<file path="src/core/nvsh_cfg.svh">
// timing and address constants for the nonvolatile sram host controller
`ifndef NVSH_CFG_SVH
`define NVSH_CFG_SVH
`define NVSH_ADDR_W      17
`define NVSH_DATA_W      16
`define NVSH_SEQ0        17'h04e38
`define NVSH_SEQ1        17'h0b1c7
`define NVSH_SEQ2        17'h083e0
`define NVSH_SEQ3        17'h07c1f
`define NVSH_SEQ4        17'h0703f
`define NVSH_SEQ_STORE   17'h08fc0
`define NVSH_SEQ_RECALL  17'h04c63
`define NVSH_SEQ_ASDIS   17'h08b45
`define NVSH_SEQ_ASEN    17'h04b46
`define NVSH_SEQ_LAST    3'h5
`define NVSH_ACC_NS      45
`define NVSH_CLK_NS      5
`define NVSH_ACC_CYC     ((`NVSH_ACC_NS + `NVSH_CLK_NS - 1) / `NVSH_CLK_NS)
`define NVSH_PULSE_NS    20
`define NVSH_PULSE_CYC   ((`NVSH_PULSE_NS + `NVSH_CLK_NS - 1) / `NVSH_CLK_NS)
`define NVSH_CNT_W       8
`endif

</file>
<file path="src/core/nvsh_pkg.sv">
// types for the nonvolatile sram host controller
`default_nettype none
package nvsh_pkg;
    // request kinds issued by the user side
    typedef enum logic [2:0] {
        NVSH_OP_READ    = 3'h0,
        NVSH_OP_WRITE   = 3'h1,
        NVSH_OP_STORE   = 3'h2,
        NVSH_OP_RECALL  = 3'h3,
        NVSH_OP_ASDIS   = 3'h4,
        NVSH_OP_ASEN    = 3'h5,
        NVSH_OP_HWSTORE = 3'h6
    } nvsh_op_t;

    typedef struct packed {
        nvsh_op_t    op;
        logic [16:0] addr;
        logic [15:0] wdata;
        logic [1:0]  be;
    } nvsh_req_t;

    // strobes driven onto the memory pins, active low
    typedef struct packed {
        logic        ce_n;
        logic        oe_n;
        logic        we_n;
        logic        upper_byte_enable_n;
        logic        lower_byte_enable_n;
        logic [16:0] addr;
    } nvsh_pins_t;
endpackage : nvsh_pkg
`default_nettype wire

</file>
<file path="src/core/nvsh_sync.sv">
// three stage input synchroniser for the store-busy pin
`timescale 1ns/1ps
`default_nettype none
module nvsh_sync (
    input  wire logic clk_i,
    input  wire logic rst_i,
    input  wire logic d_i,
    output logic      q_o
);
    logic [2:0] sh_reg;
    logic [2:0] sh_next;
    logic       q_reg;
    logic       q_next;

    always_comb begin
        sh_next = {sh_reg[1:0], d_i};
        // change counts only when the second and third stages agree
        q_next  = (sh_reg[1] == sh_reg[2]) ? sh_reg[2] : q_reg;
    end

    always_ff @(posedge clk_i) begin
        if (rst_i) begin
            sh_reg <= 3'h7;
            q_reg  <= 1'b1;
        end else begin
            sh_reg <= sh_next;
            q_reg  <= q_next;
        end
    end

    assign q_o = q_reg;
endmodule : nvsh_sync
`default_nettype wire

</file>
<file path="src/core/nvsh_host.sv">
// host controller driving an asynchronous nonvolatile sram port
`timescale 1ns/1ps
`default_nettype none
`include "nvsh_cfg.svh"
module nvsh_host #(
    parameter int ACC_CYC = `NVSH_ACC_CYC,
    parameter int BUSY_TO = 4000
) (
    input  wire logic               clk_i,
    input  wire logic               rst_i,
    input  wire logic               req_valid_i,
    output logic                    req_ready_o,
    input  wire nvsh_pkg::nvsh_req_t req_i,
    output logic                    rsp_valid_o,
    output logic [15:0]             rsp_rdata_o,
    output logic                    busy_o,
    output logic                    timeout_o,
    output nvsh_pkg::nvsh_pins_t    pins_o,
    input  wire logic [15:0]        dq_i,
    output logic [15:0]             dq_o,
    output logic                    dq_oe_n_o,
    input  wire logic               store_busy_n_i,
    output logic                    store_busy_n_o,
    output logic                    store_busy_oe_n_o
);
    import nvsh_pkg::*;

    // ==========================================================
    // state
    // ==========================================================
    typedef enum logic [2:0] {
        NVSH_IDLE  = 3'b000,
        NVSH_SETUP = 3'b001,
        NVSH_STRB  = 3'b011,
        NVSH_HOLD  = 3'b010,
        NVSH_WAIT  = 3'b110,
        NVSH_HWREQ = 3'b111
    } nvsh_state_t;

    nvsh_state_t         st_reg, st_next;
    nvsh_req_t           rq_reg, rq_next;
    nvsh_pins_t          pin_reg, pin_next;
    logic [15:0]         dq_reg, dq_next;
    logic                dqoe_reg, dqoe_next;
    logic [15:0]         rd_reg, rd_next;
    logic                rv_reg, rv_next;
    logic [2:0]          idx_reg, idx_next;
    logic [15:0]         cnt_reg, cnt_next;
    logic                to_reg, to_next;
    logic                hsb_reg, hsb_next;
    logic                busy_s;
    logic [16:0]         seq_addr;
    logic                is_seq;

    nvsh_sync u_sync (
        .clk_i (clk_i),
        .rst_i (rst_i),
        .d_i   (store_busy_n_i),
        .q_o   (busy_s)
    );

    // sequence ops issue six reads; the sixth address picks the operation
    assign is_seq = (rq_reg.op == NVSH_OP_STORE) || (rq_reg.op == NVSH_OP_RECALL)
                 || (rq_reg.op == NVSH_OP_ASDIS) || (rq_reg.op == NVSH_OP_ASEN);

    always_comb begin
        unique case (idx_reg)
            3'h0: seq_addr = `NVSH_SEQ0;
            3'h1: seq_addr = `NVSH_SEQ1;
            3'h2: seq_addr = `NVSH_SEQ2;
            3'h3: seq_addr = `NVSH_SEQ3;
            3'h4: seq_addr = `NVSH_SEQ4;
            default: begin
                unique case (rq_reg.op)
                    NVSH_OP_RECALL: seq_addr = `NVSH_SEQ_RECALL;
                    NVSH_OP_ASDIS:  seq_addr = `NVSH_SEQ_ASDIS;
                    NVSH_OP_ASEN:   seq_addr = `NVSH_SEQ_ASEN;
                    default:        seq_addr = `NVSH_SEQ_STORE;
                endcase
            end
        endcase
    end

    // ==========================================================
    // sequencer
    // ==========================================================
    always_comb begin
        st_next   = st_reg;
        rq_next   = rq_reg;
        pin_next  = pin_reg;
        dq_next   = dq_reg;
        dqoe_next = dqoe_reg;
        rd_next   = rd_reg;
        rv_next   = 1'b0;
        idx_next  = idx_reg;
        cnt_next  = cnt_reg;
        to_next   = 1'b0;
        hsb_next  = 1'b1;
        unique case (st_reg)
            NVSH_IDLE: begin
                pin_next.ce_n = 1'b1;
                pin_next.oe_n = 1'b1;
                pin_next.we_n = 1'b1;
                dqoe_next     = 1'b1;
                // no access while the device is busy storing or recalling
                if (req_valid_i && busy_s) begin
                    rq_next  = req_i;
                    idx_next = 3'h0;
                    cnt_next = 16'h0;
                    if (req_i.op == NVSH_OP_HWSTORE) begin
                        st_next = NVSH_HWREQ;
                    end else begin
                        st_next = NVSH_SETUP;
                    end
                end
            end
            NVSH_SETUP: begin
                // address settles before any strobe falls
                pin_next.addr = is_seq ? seq_addr : rq_reg.addr;
                pin_next.upper_byte_enable_n = is_seq ? 1'b0 : ~rq_reg.be[1];
                pin_next.lower_byte_enable_n = is_seq ? 1'b0 : ~rq_reg.be[0];
                dq_next  = rq_reg.wdata;
                cnt_next = 16'h0;
                st_next  = NVSH_STRB;
            end
            NVSH_STRB: begin
                pin_next.ce_n = 1'b0;
                if (rq_reg.op == NVSH_OP_WRITE) begin
                    pin_next.oe_n = 1'b1;
                    pin_next.we_n = 1'b0;
                    dqoe_next     = 1'b0;
                end else begin
                    pin_next.oe_n = 1'b0;
                    pin_next.we_n = 1'b1;
                end
                cnt_next = cnt_reg + 16'h1;
                if (cnt_reg == 16'(ACC_CYC)) begin
                    if (rq_reg.op != NVSH_OP_WRITE) begin
                        rd_next = dq_i;
                    end
                    st_next = NVSH_HOLD;
                end
            end
            NVSH_HOLD: begin
                // rising we ends the write with data and address still held
                pin_next.ce_n = 1'b1;
                pin_next.oe_n = 1'b1;
                pin_next.we_n = 1'b1;
                cnt_next = 16'h0;
                if (is_seq && idx_reg != `NVSH_SEQ_LAST) begin
                    idx_next = idx_reg + 3'h1;
                    st_next  = NVSH_SETUP;
                end else if (is_seq) begin
                    st_next = NVSH_WAIT;
                end else begin
                    rv_next = 1'b1;
                    st_next = NVSH_IDLE;
                end
            end
            NVSH_WAIT: begin
                dqoe_next = 1'b1;
                cnt_next  = cnt_reg + 16'h1;
                // give the device time to pull busy low, then wait for release
                if (cnt_reg > 16'(`NVSH_PULSE_CYC) && busy_s) begin
                    rv_next = 1'b1;
                    st_next = NVSH_IDLE;
                end else if (cnt_reg == 16'(BUSY_TO)) begin
                    to_next = 1'b1;
                    rv_next = 1'b1;
                    st_next = NVSH_IDLE;
                end
            end
            NVSH_HWREQ: begin
                // pull busy low for a pulse then let the device hold it
                hsb_next = (cnt_reg < 16'(`NVSH_PULSE_CYC)) ? 1'b0 : 1'b1;
                cnt_next = cnt_reg + 16'h1;
                if (cnt_reg >= 16'(`NVSH_PULSE_CYC)) begin
                    cnt_next = 16'h0;
                    st_next  = NVSH_WAIT;
                end
            end
            default: st_next = NVSH_IDLE;
        endcase
    end

    always_ff @(posedge clk_i) begin
        if (rst_i) begin
            st_reg   <= NVSH_IDLE;
            rq_reg   <= '0;
            pin_reg  <= '{ce_n: 1'b1, oe_n: 1'b1, we_n: 1'b1,
                          upper_byte_enable_n: 1'b1, lower_byte_enable_n: 1'b1,
                          addr: 17'h0};
            dq_reg   <= 16'h0;
            dqoe_reg <= 1'b1;
            rd_reg   <= 16'h0;
            rv_reg   <= 1'b0;
            idx_reg  <= 3'h0;
            cnt_reg  <= 16'h0;
            to_reg   <= 1'b0;
            hsb_reg  <= 1'b1;
        end else begin
            st_reg   <= st_next;
            rq_reg   <= rq_next;
            pin_reg  <= pin_next;
            dq_reg   <= dq_next;
            dqoe_reg <= dqoe_next;
            rd_reg   <= rd_next;
            rv_reg   <= rv_next;
            idx_reg  <= idx_next;
            cnt_reg  <= cnt_next;
            to_reg   <= to_next;
            hsb_reg  <= hsb_next;
        end
    end

    assign req_ready_o       = (st_reg == NVSH_IDLE) && busy_s;
    assign rsp_valid_o       = rv_reg;
    assign rsp_rdata_o       = rd_reg;
    assign busy_o            = ~busy_s;
    assign timeout_o         = to_reg;
    assign pins_o            = pin_reg;
    assign dq_o              = dq_reg;
    assign dq_oe_n_o         = dqoe_reg;
    assign store_busy_n_o    = 1'b0;
    assign store_busy_oe_n_o = hsb_reg;

    // ==========================================================
    // checks
    // ==========================================================
    no_contend_a: assert property (@(posedge clk_i) disable iff (rst_i)
        !dqoe_reg |-> pins_o.oe_n) else $error("bus driven while oe low");
    we_oe_a: assert property (@(posedge clk_i) disable iff (rst_i)
        !pins_o.we_n |-> !pins_o.ce_n && pins_o.oe_n) else $error("bad write strobes");
    addr_hold_a: assert property (@(posedge clk_i) disable iff (rst_i)
        !pins_o.ce_n |=> $stable(pins_o.addr)) else $error("address moved in cycle");
    idle_deselect_a: assert property (@(posedge clk_i) disable iff (rst_i)
        st_reg == NVSH_IDLE |=> pins_o.ce_n) else $error("selected while idle");
    busy_block_a: assert property (@(posedge clk_i) disable iff (rst_i)
        (st_reg == NVSH_IDLE && !busy_s) |=> st_reg == NVSH_IDLE)
        else $error("access started while busy");
    seq_first_a: assert property (@(posedge clk_i) disable iff (rst_i)
        (st_reg == NVSH_STRB && is_seq && idx_reg == 3'h0) |-> pins_o.addr == `NVSH_SEQ0)
        else $error("sequence start address wrong");
    rd_strb_a: assert property (@(posedge clk_i) disable iff (rst_i)
        (st_reg == NVSH_SETUP && rq_reg.op == NVSH_OP_READ) |=> ##1 !pins_o.oe_n && pins_o.we_n)
        else $error("read strobes wrong");
    hw_pulse_a: assert property (@(posedge clk_i) disable iff (rst_i)
        $rose(st_reg == NVSH_HWREQ) |=> !store_busy_oe_n_o) else $error("no store pulse");
    c_read: cover property (@(posedge clk_i) rv_reg && rq_reg.op == NVSH_OP_READ);
    c_write: cover property (@(posedge clk_i) rv_reg && rq_reg.op == NVSH_OP_WRITE);
    c_store: cover property (@(posedge clk_i) rv_reg && rq_reg.op == NVSH_OP_STORE);
    c_hw: cover property (@(posedge clk_i) rv_reg && rq_reg.op == NVSH_OP_HWSTORE);
endmodule : nvsh_host
`default_nettype wire

</file>
<file path="config.mk">
export PLATFORM = sky130hd
export DESIGN_NAME = nvsh_host
export DESIGN_NICKNAME = d
export VERILOG_FILES = /design/src/core/nvsh_pkg.sv /design/src/core/nvsh_sync.sv /design/src/core/nvsh_host.sv
export VERILOG_INCLUDE_DIRS = /design/src /design/src/core
export SDC_FILE = /design/constraint.sdc
export NUM_CORES = 1
export LEC_CHECK = 0
export BUFFER_PORTS_ARGS = -buffer_cell sky130_fd_sc_hd__buf_2
export CORE_MARGIN = 1
export CORE_UTILIZATION = 30
export CTS_BUF_LIST = sky130_fd_sc_hd__clkbuf_16
export DETAILED_ROUTE_END_ITERATION = 12
export HOLD_SLACK_MARGIN = 0.15
export PLACE_DENSITY_LB_ADDON = 0.25
export SLEW_MARGIN = 20
export SYNTH_ARGS = -nofsm -noshare
export SYNTH_HDL_FRONTEND = slang
export SYNTH_SLANG_ARGS = --single-unit
</file>
<file path="constraint.sdc">
create_clock -name clk_i -period 3.4 [get_ports clk_i]
set_input_delay 0.51 -clock clk_i [delete_from_list [all_inputs] [get_ports clk_i]]
set_output_delay 0.51 -clock clk_i [all_outputs]
set_load 0.05 [all_outputs]
</file>
== After elaboration in Yosys (flattened, before gate mapping) ==
Cells that the tools add are included.

* Logic and storage cells: 112
* Output and inout port bits: 61
* Flip-flop bits (word level): 122
* Input bits: 58

* Add/subtract/negate cells: 2
* $lt $le $gt $ge: 3
* Multiplexer cells: 30
* Equal/unequal tests: 26
* Bitwise logic cells: 5
* Reduce and logical (&&, ||, !) cells: 25

{| class="wikitable"
|+ Operators by type and width
! kind !! number
|-
| $pmux W16 S5 || 1
|-
| $pmux W16 S4 || 1
|-
| $pmux W16 S3 || 1
|-
| $mux W16 || 2
|-
| $mux W3 || 10
|-
| $eq A3 B2 Y1 const B || 6
|-
| $eq A3 B3 Y1 const B || 6
|-
| $pmux W3 S6 || 1
|-
| $mux W17 || 1
|-
| $add A16 B1 Y16 const B || 1
|-
| $eq A16 B12 Y1 const B || 1
|-
| $eq A16 B4 Y1 const B || 1
|-
| $ge A16 B3 Y1 const B || 1
|-
| $gt A16 B3 Y1 const B || 1
|-
| $lt A16 B3 Y1 const B || 1
|-
| $pmux W3 S2 || 2
|-
| $ne A2 B2 Y1 const B || 5
|-
| $reduce_or A2 Y1 || 5
|-
| $eq A3 B1 Y1 const B || 3
|-
| $mux W1 || 8
|-
| $logic_not A3 Y1 || 2
|-
| $ne A3 B3 Y1 const B || 2
|-
| $reduce_and A2 Y1 || 3
|-
| $reduce_and A3 Y1 || 2
|-
| 12 further kinds || 24
|}

== Logic depth before layout (Yosys ltp) ==
* Depth after elaboration: 7
* Depth in mapped cells: 8
* Gate-level depth less buffers: 7

== Modules after synthesis ==
Synthesis repeated with hierarchy kept, for this count alone.

* Cell total of the unflattened synthesis: 633
* Area total of the unflattened synthesis: 5099.9 µm²

{| class="wikitable"
|+ By module, submodules not included
! module !! times used !! area an instance (µm²) !! cells an instance !! sequential area each (µm²)
|-
| nvsh_host || 1 || 4984.8 || 623 || 2362.3
|-
| nvsh_sync || 1 || 115.1 || 10 || 80.1
|}

== Worst setup path after synthesis ==
No wires, ideal clock.

* Path type: register to register
* Start point: register u_sync.q_reg, in the netlist u_sync.q_o
* End point: register idx_reg[1]
* Path buffers: 3
* Arrival time: 3034 ps
* Stages on the path, launching flop included: 9
* Path slack: 242 ps
* Setup time: 124 ps
* Data required time: 3276 ps
* Cells stage by stage: dfxtp_1 -> buf_2 -> nor4b_1 -> and2_1 -> clkbuf_1 -> buf_2 -> nor2_1 -> a22oi_1 -> nor2_1

* Word-level cells in the longest chain between the ends: 3

{| class="wikitable"
|+ Ends and longest elaborated chain
! element !! line !! RTL
|-
| from (decl) || nvsh_sync.sv:12 || <nowiki>logic q_reg;</nowiki>
|-
| from (signal assigned) || nvsh_sync.sv:27 || <nowiki>q_reg <= q_next;</nowiki>
|-
| $logic_and A1 B1 Y1 || nvsh_host.sv:106 || <nowiki>if (req_valid_i && busy_s) begin</nowiki>
|-
| $ne A2 B2 Y1 (no line) || -- ||
|-
| $reduce_and A3 Y1 (no line) || -- ||
|-
| to (signal assigned) || nvsh_host.sv:209 || <nowiki>idx_reg <= idx_next;</nowiki>
|-
| to (decl) || nvsh_host.sv:47 || <nowiki>logic [2:0] idx_reg, idx_next;</nowiki>
|}

No other way between the ends.
A chain may end at the register's enable or synchronous reset.

== Worst setup path after layout ==
* Start point: register st_reg[0]
* End point: register rq_reg[18] (netlist name)

* Word-level cells in the longest chain between the ends: 2

{| class="wikitable"
|+ Ends and longest elaborated chain
! element !! line !! RTL
|-
| from (decl) || nvsh_host.sv:40 || <nowiki>nvsh_state_t st_reg, st_next;</nowiki>
|-
| from (signal assigned) || nvsh_host.sv:202 || <nowiki>st_reg <= st_next;</nowiki>
|-
| $logic_not A3 Y1 || nvsh_host.sv:99 || <nowiki>unique case (st_reg)</nowiki>
|-
| $reduce_and A2 Y1 (no line) || -- ||
|-
| to (signal assigned) || nvsh_host.sv:203 || <nowiki>rq_reg <= rq_next;</nowiki>
|-
| to (decl) || nvsh_host.sv:41 || <nowiki>nvsh_req_t rq_reg, rq_next;</nowiki>
|}

No other way between the ends.

==> flow_metrics.tcl <==
set metrics [dict create \
    run_status "complete, no violations" \
    setup_tns_ps 0 \
    fmax_mhz 429 \
    worstSetupPathDepth 5 \
    cts_resized 0 \
    power_switching_share_pct 34.6 \
    drt_first_iter_violations 195 \
    post_synth_mux_area_share_pct 3.09 \
    max-vdd-ir-drop_mv 0.339 \
    place.gp.congestion 0.751 \
    synth-simple-area-share_pct 24.4 \
    synth-seq-cells 122 \
    layout_commonest_cell "sky130_fd_sc_hd__nand2_1" \
    initial_utilization_pct 31.0 \
    hold_viol 0 \
    reg2reg_setup_slack_ps 1070 \
    post-route-drc-count 0 \
    most-common-layout-cells "sky130_fd_sc_hd__nand2_1 (134), sky130_fd_sc_hd__dfxtp_1 (122), sky130_fd_sc_hd__buf_2 (116)" \
    post-route-worst-setup-slack_ps 1070 \
    cts_buffers 17 \
    synth_flop_cell "sky130_fd_sc_hd__dfxtp_1" \
    path_clk_slew_ps 60 \
    cp_cell_sequence "nor4b_1, and2_1, buf_4, nand2_1, a21oi_1" \
    slowest_stage "sky130_fd_sc_hd__and2_1" \
    areal_power_density_over_the_cells_nw_per_um2 708 \
    cts_sinks 122 \
    tritoncts "yes" \
    syn_to_final_growth_pct 24.3 \
    wl_per_cell_um 13.1 \
    antenna_found_initial 1 \
    crit_fanout 18 \
    post-cts-setup-buffer-count 0 \
    hold_path_class "in2reg" \
    portBuffers 117 \
    syn_avg_cell_area_sq_um 8.34 \
    timing.critical_path.buf_inv 1 \
    worstReg2RegStart "st_reg[0]" \
    total_power_mw 4.56 \
    finalWorstPathRequiredPeriod_ps 2330 \
    synthCells 621 \
    required_ps 3730 \
    yosysTopAreaCellShare_pct 47.1 \
    finClkSkew_ps 6.61 \
    crit_end "rq_reg[18]" \
    regArea_sq_um 2440 \
    floorplan.die.height_um 133 \
    largest_reg_flops 38 \
    n_fill_cell 1749 \
    reg2reg_depth 5 \
    max_slew_headroom_pct 33.4 \
    yosys.cell_types.count 62 \
    fin_nets 789 \
    post_synth_xor_area_fraction_pct 2.54 \
    core.rowCount 47 \
    multiInputGateArea_sq_um 2460 \
    totalWireLength_mm 12.5 \
    max_slew.worst_pin.slew_ps 996 \
    place_hpwl_mm 8.30 \
    ios 119 \
    seqPwrFrac_pct 37.7 \
    number_of_enable_flip_flop_cells_after_synthesis 0 \
    via_per_inst 4.62 \
    antenna_violating_nets_remaining 0 \
    power.share.clock_pct 38.2 \
    synth_nets 689 \
    finalSetupViolations 0 \
    synth.cell_area_sq_um 5180 \
    dominant_delay_contributor_by_cell_family_on_the_critical_path "simple AND/OR/NAND/NOR gates" \
    path_class "reg2reg" \
    synth-seq-area-share_pct 47.1 \
    vias_in_the_first_global_route 4063 \
    top_area_cells_in_the_synthesized_netlist "sky130_fd_sc_hd__dfxtp_1 (47%), sky130_fd_sc_hd__nand2_1 (9.7%), sky130_fd_sc_hd__a21oi_1 (7.2%), sky130_fd_sc_hd__nor2_1 (4.6%), sky130_fd_sc_hd__mux2i_1 (3.1%)" \
    final_cell_utilization_of_the_core_pct 38.5 \
    cellLeakagePower_nw 2.71 \
    startpoint_type "flop" \
    reg2reg_to "rq_reg[18]" \
    endpoint_kind "flop" \
    number_of_hold_repair_buffers_added_at_the_cts_stage 0 \
    gr-usage-all-layers_pct 14.4 \
    critical_path.max_stage_delay_ps 730 \
    worst_skew_pair.late_latency_ps 420 \
    fp.dieW_um 133 \
    timing.final.crit_share_pct 68.6 \
    number_of_max_slew_violations_in_the_final_report 0 \
    clock_path_buffers 2 \
    grt_first_pass_wirelength_mm 20.3 \
    synth_largest_area_cell "sky130_fd_sc_hd__dfxtp_1" \
    critPathArrivalTime_ps 2660 \
    root_buffer "sky130_fd_sc_hd__clkbuf_16" \
    fraction_of_final_layout_cells_with_drive_strength_greater_than_1_pct 23.1 \
    timing.critical_path.from "st_reg[0]" \
    synth-compound-area-share_pct 15.0 \
    min-delay-start "store_busy_n_i" \
    power.switching_mw 1.58 \
    largest_net_degree_at_the_start_of_global_routing 108 \
    grt_overflow_total 0 \
    pwr-share-comb_pct 24.1 \
    core_area_sq_um 16700 \
    detailedPlace.worstSlack_ps 1080 \
    yosys_warns 0 \
    power_report.internal_total_mw 2.98 \
    synth_async_sr_flop_share_pct 0 \
    die_area_sq_um 17800 \
    synth_fa_ha_area_share_pct 2.42 \
    drt_first_pass_iters 4 \
    max_cap_violations 0 \
    clock_tree.htree_level_count 4 \
    unrepaired_setup_endpoints_after_global_routing "no" \
    num_vias 4407 \
    synth_top_family_by_area "simple AND/OR/NAND/NOR gates" \
]
[cell type report]
type | count | area share [%]
tap | 220 | 4.28
timing repair buffer | 123 | 9.89
sequential | 122 | 37.9
clock buffer | 17 | 6.61
antenna | 1 | 0.0389
inverter | 12 | 0.700
clock inverter | 13 | 2.31
multi-input combinational | 445 | 38.2
[per-stage QoR]
stage                     hold slack (ps)  area (sq um)  std cells
after CTS                             254          6430        952
after global routing                  253          6430        952
after global placement                395          5860        922
final                                 273          6440        953
after detailed placement              399          5860        922
after floorplan                       389          5180        621
[per-layer routing]
metal	GRT usage (%)	wire, um
met1	19.3	6200
met2	21.4	5450
met5	0	0
met3	4.72	673
met4	5.37	132
[synth_stat cells, types with 2 or more instances]
cell type and count:
sky130_fd_sc_hd__nand2_1 134, sky130_fd_sc_hd__dfxtp_1 122, sky130_fd_sc_hd__a21oi_1 75, sky130_fd_sc_hd__nor2_1 64
sky130_fd_sc_hd__clkbuf_1 24, sky130_fd_sc_hd__mux2i_1 16, sky130_fd_sc_hd__inv_1 12, sky130_fd_sc_hd__buf_2 11
sky130_fd_sc_hd__xor2_1 11, sky130_fd_sc_hd__ha_1 10, sky130_fd_sc_hd__nand3_1 10, sky130_fd_sc_hd__nand2b_1 8
sky130_fd_sc_hd__nor2b_1 8, sky130_fd_sc_hd__o21ai_0 8, sky130_fd_sc_hd__and3_1 7, sky130_fd_sc_hd__a211oi_1 6
sky130_fd_sc_hd__nand3b_1 6, sky130_fd_sc_hd__a211o_1 5, sky130_fd_sc_hd__a31oi_1 5, sky130_fd_sc_hd__nand4_1 5
sky130_fd_sc_hd__o21ai_1 5, sky130_fd_sc_hd__a311oi_1 4, sky130_fd_sc_hd__or2_2 4, sky130_fd_sc_hd__or3_1 4
sky130_fd_sc_hd__xnor2_1 4, sky130_fd_sc_hd__a221o_1 3, sky130_fd_sc_hd__and2_1 3, sky130_fd_sc_hd__nor3_1 3
sky130_fd_sc_hd__nor3b_1 3, sky130_fd_sc_hd__nor4_1 3, sky130_fd_sc_hd__a21boi_0 2, sky130_fd_sc_hd__buf_6 2
sky130_fd_sc_hd__clkbuf_8 2, sky130_fd_sc_hd__nand4b_1 2, sky130_fd_sc_hd__o211ai_1 2, sky130_fd_sc_hd__or4_4 2
[how the worst min path moves through the flow]
stage	depth (start not counted)	slack, ps	to
6_report	2	270	u_sync.sh_reg[0]
5_1_grt	2	250	u_sync.sh_reg[0]
4_1_cts	2	250	u_sync.sh_reg[0]
3_5_place_dp	1	400	u_sync.sh_reg[1]
3_3_place_gp	1	400	u_sync.sh_reg[1]
2_1_floorplan	1	390	u_sync.sh_reg[1]
[power groups by stage]
stage | Clock (mW) | Combinational [mW] | Sequential [mW]
floorplan | 0 | 0.644 | 1.94
global placement | 0 | 1.11 | 1.75
detailed placement | 0 | 1.11 | 1.75
CTS | 1.79 | 1.12 | 1.72
global route | 1.86 | 1.21 | 1.74
finish | 1.74 | 1.10 | 1.72
[kinds of logic after synthesis]
kind of cell / count (synthesis)
other: 1
buffers and inverters: 54
AO/OA/AOI/OAI: 127
XOR/XNOR: 15
multiplexers: 16
adder cells (fa/ha/maj): 10
flip-flops: 122
AND/OR/NAND/NOR: 276
(Power assumes the default switching activity.)
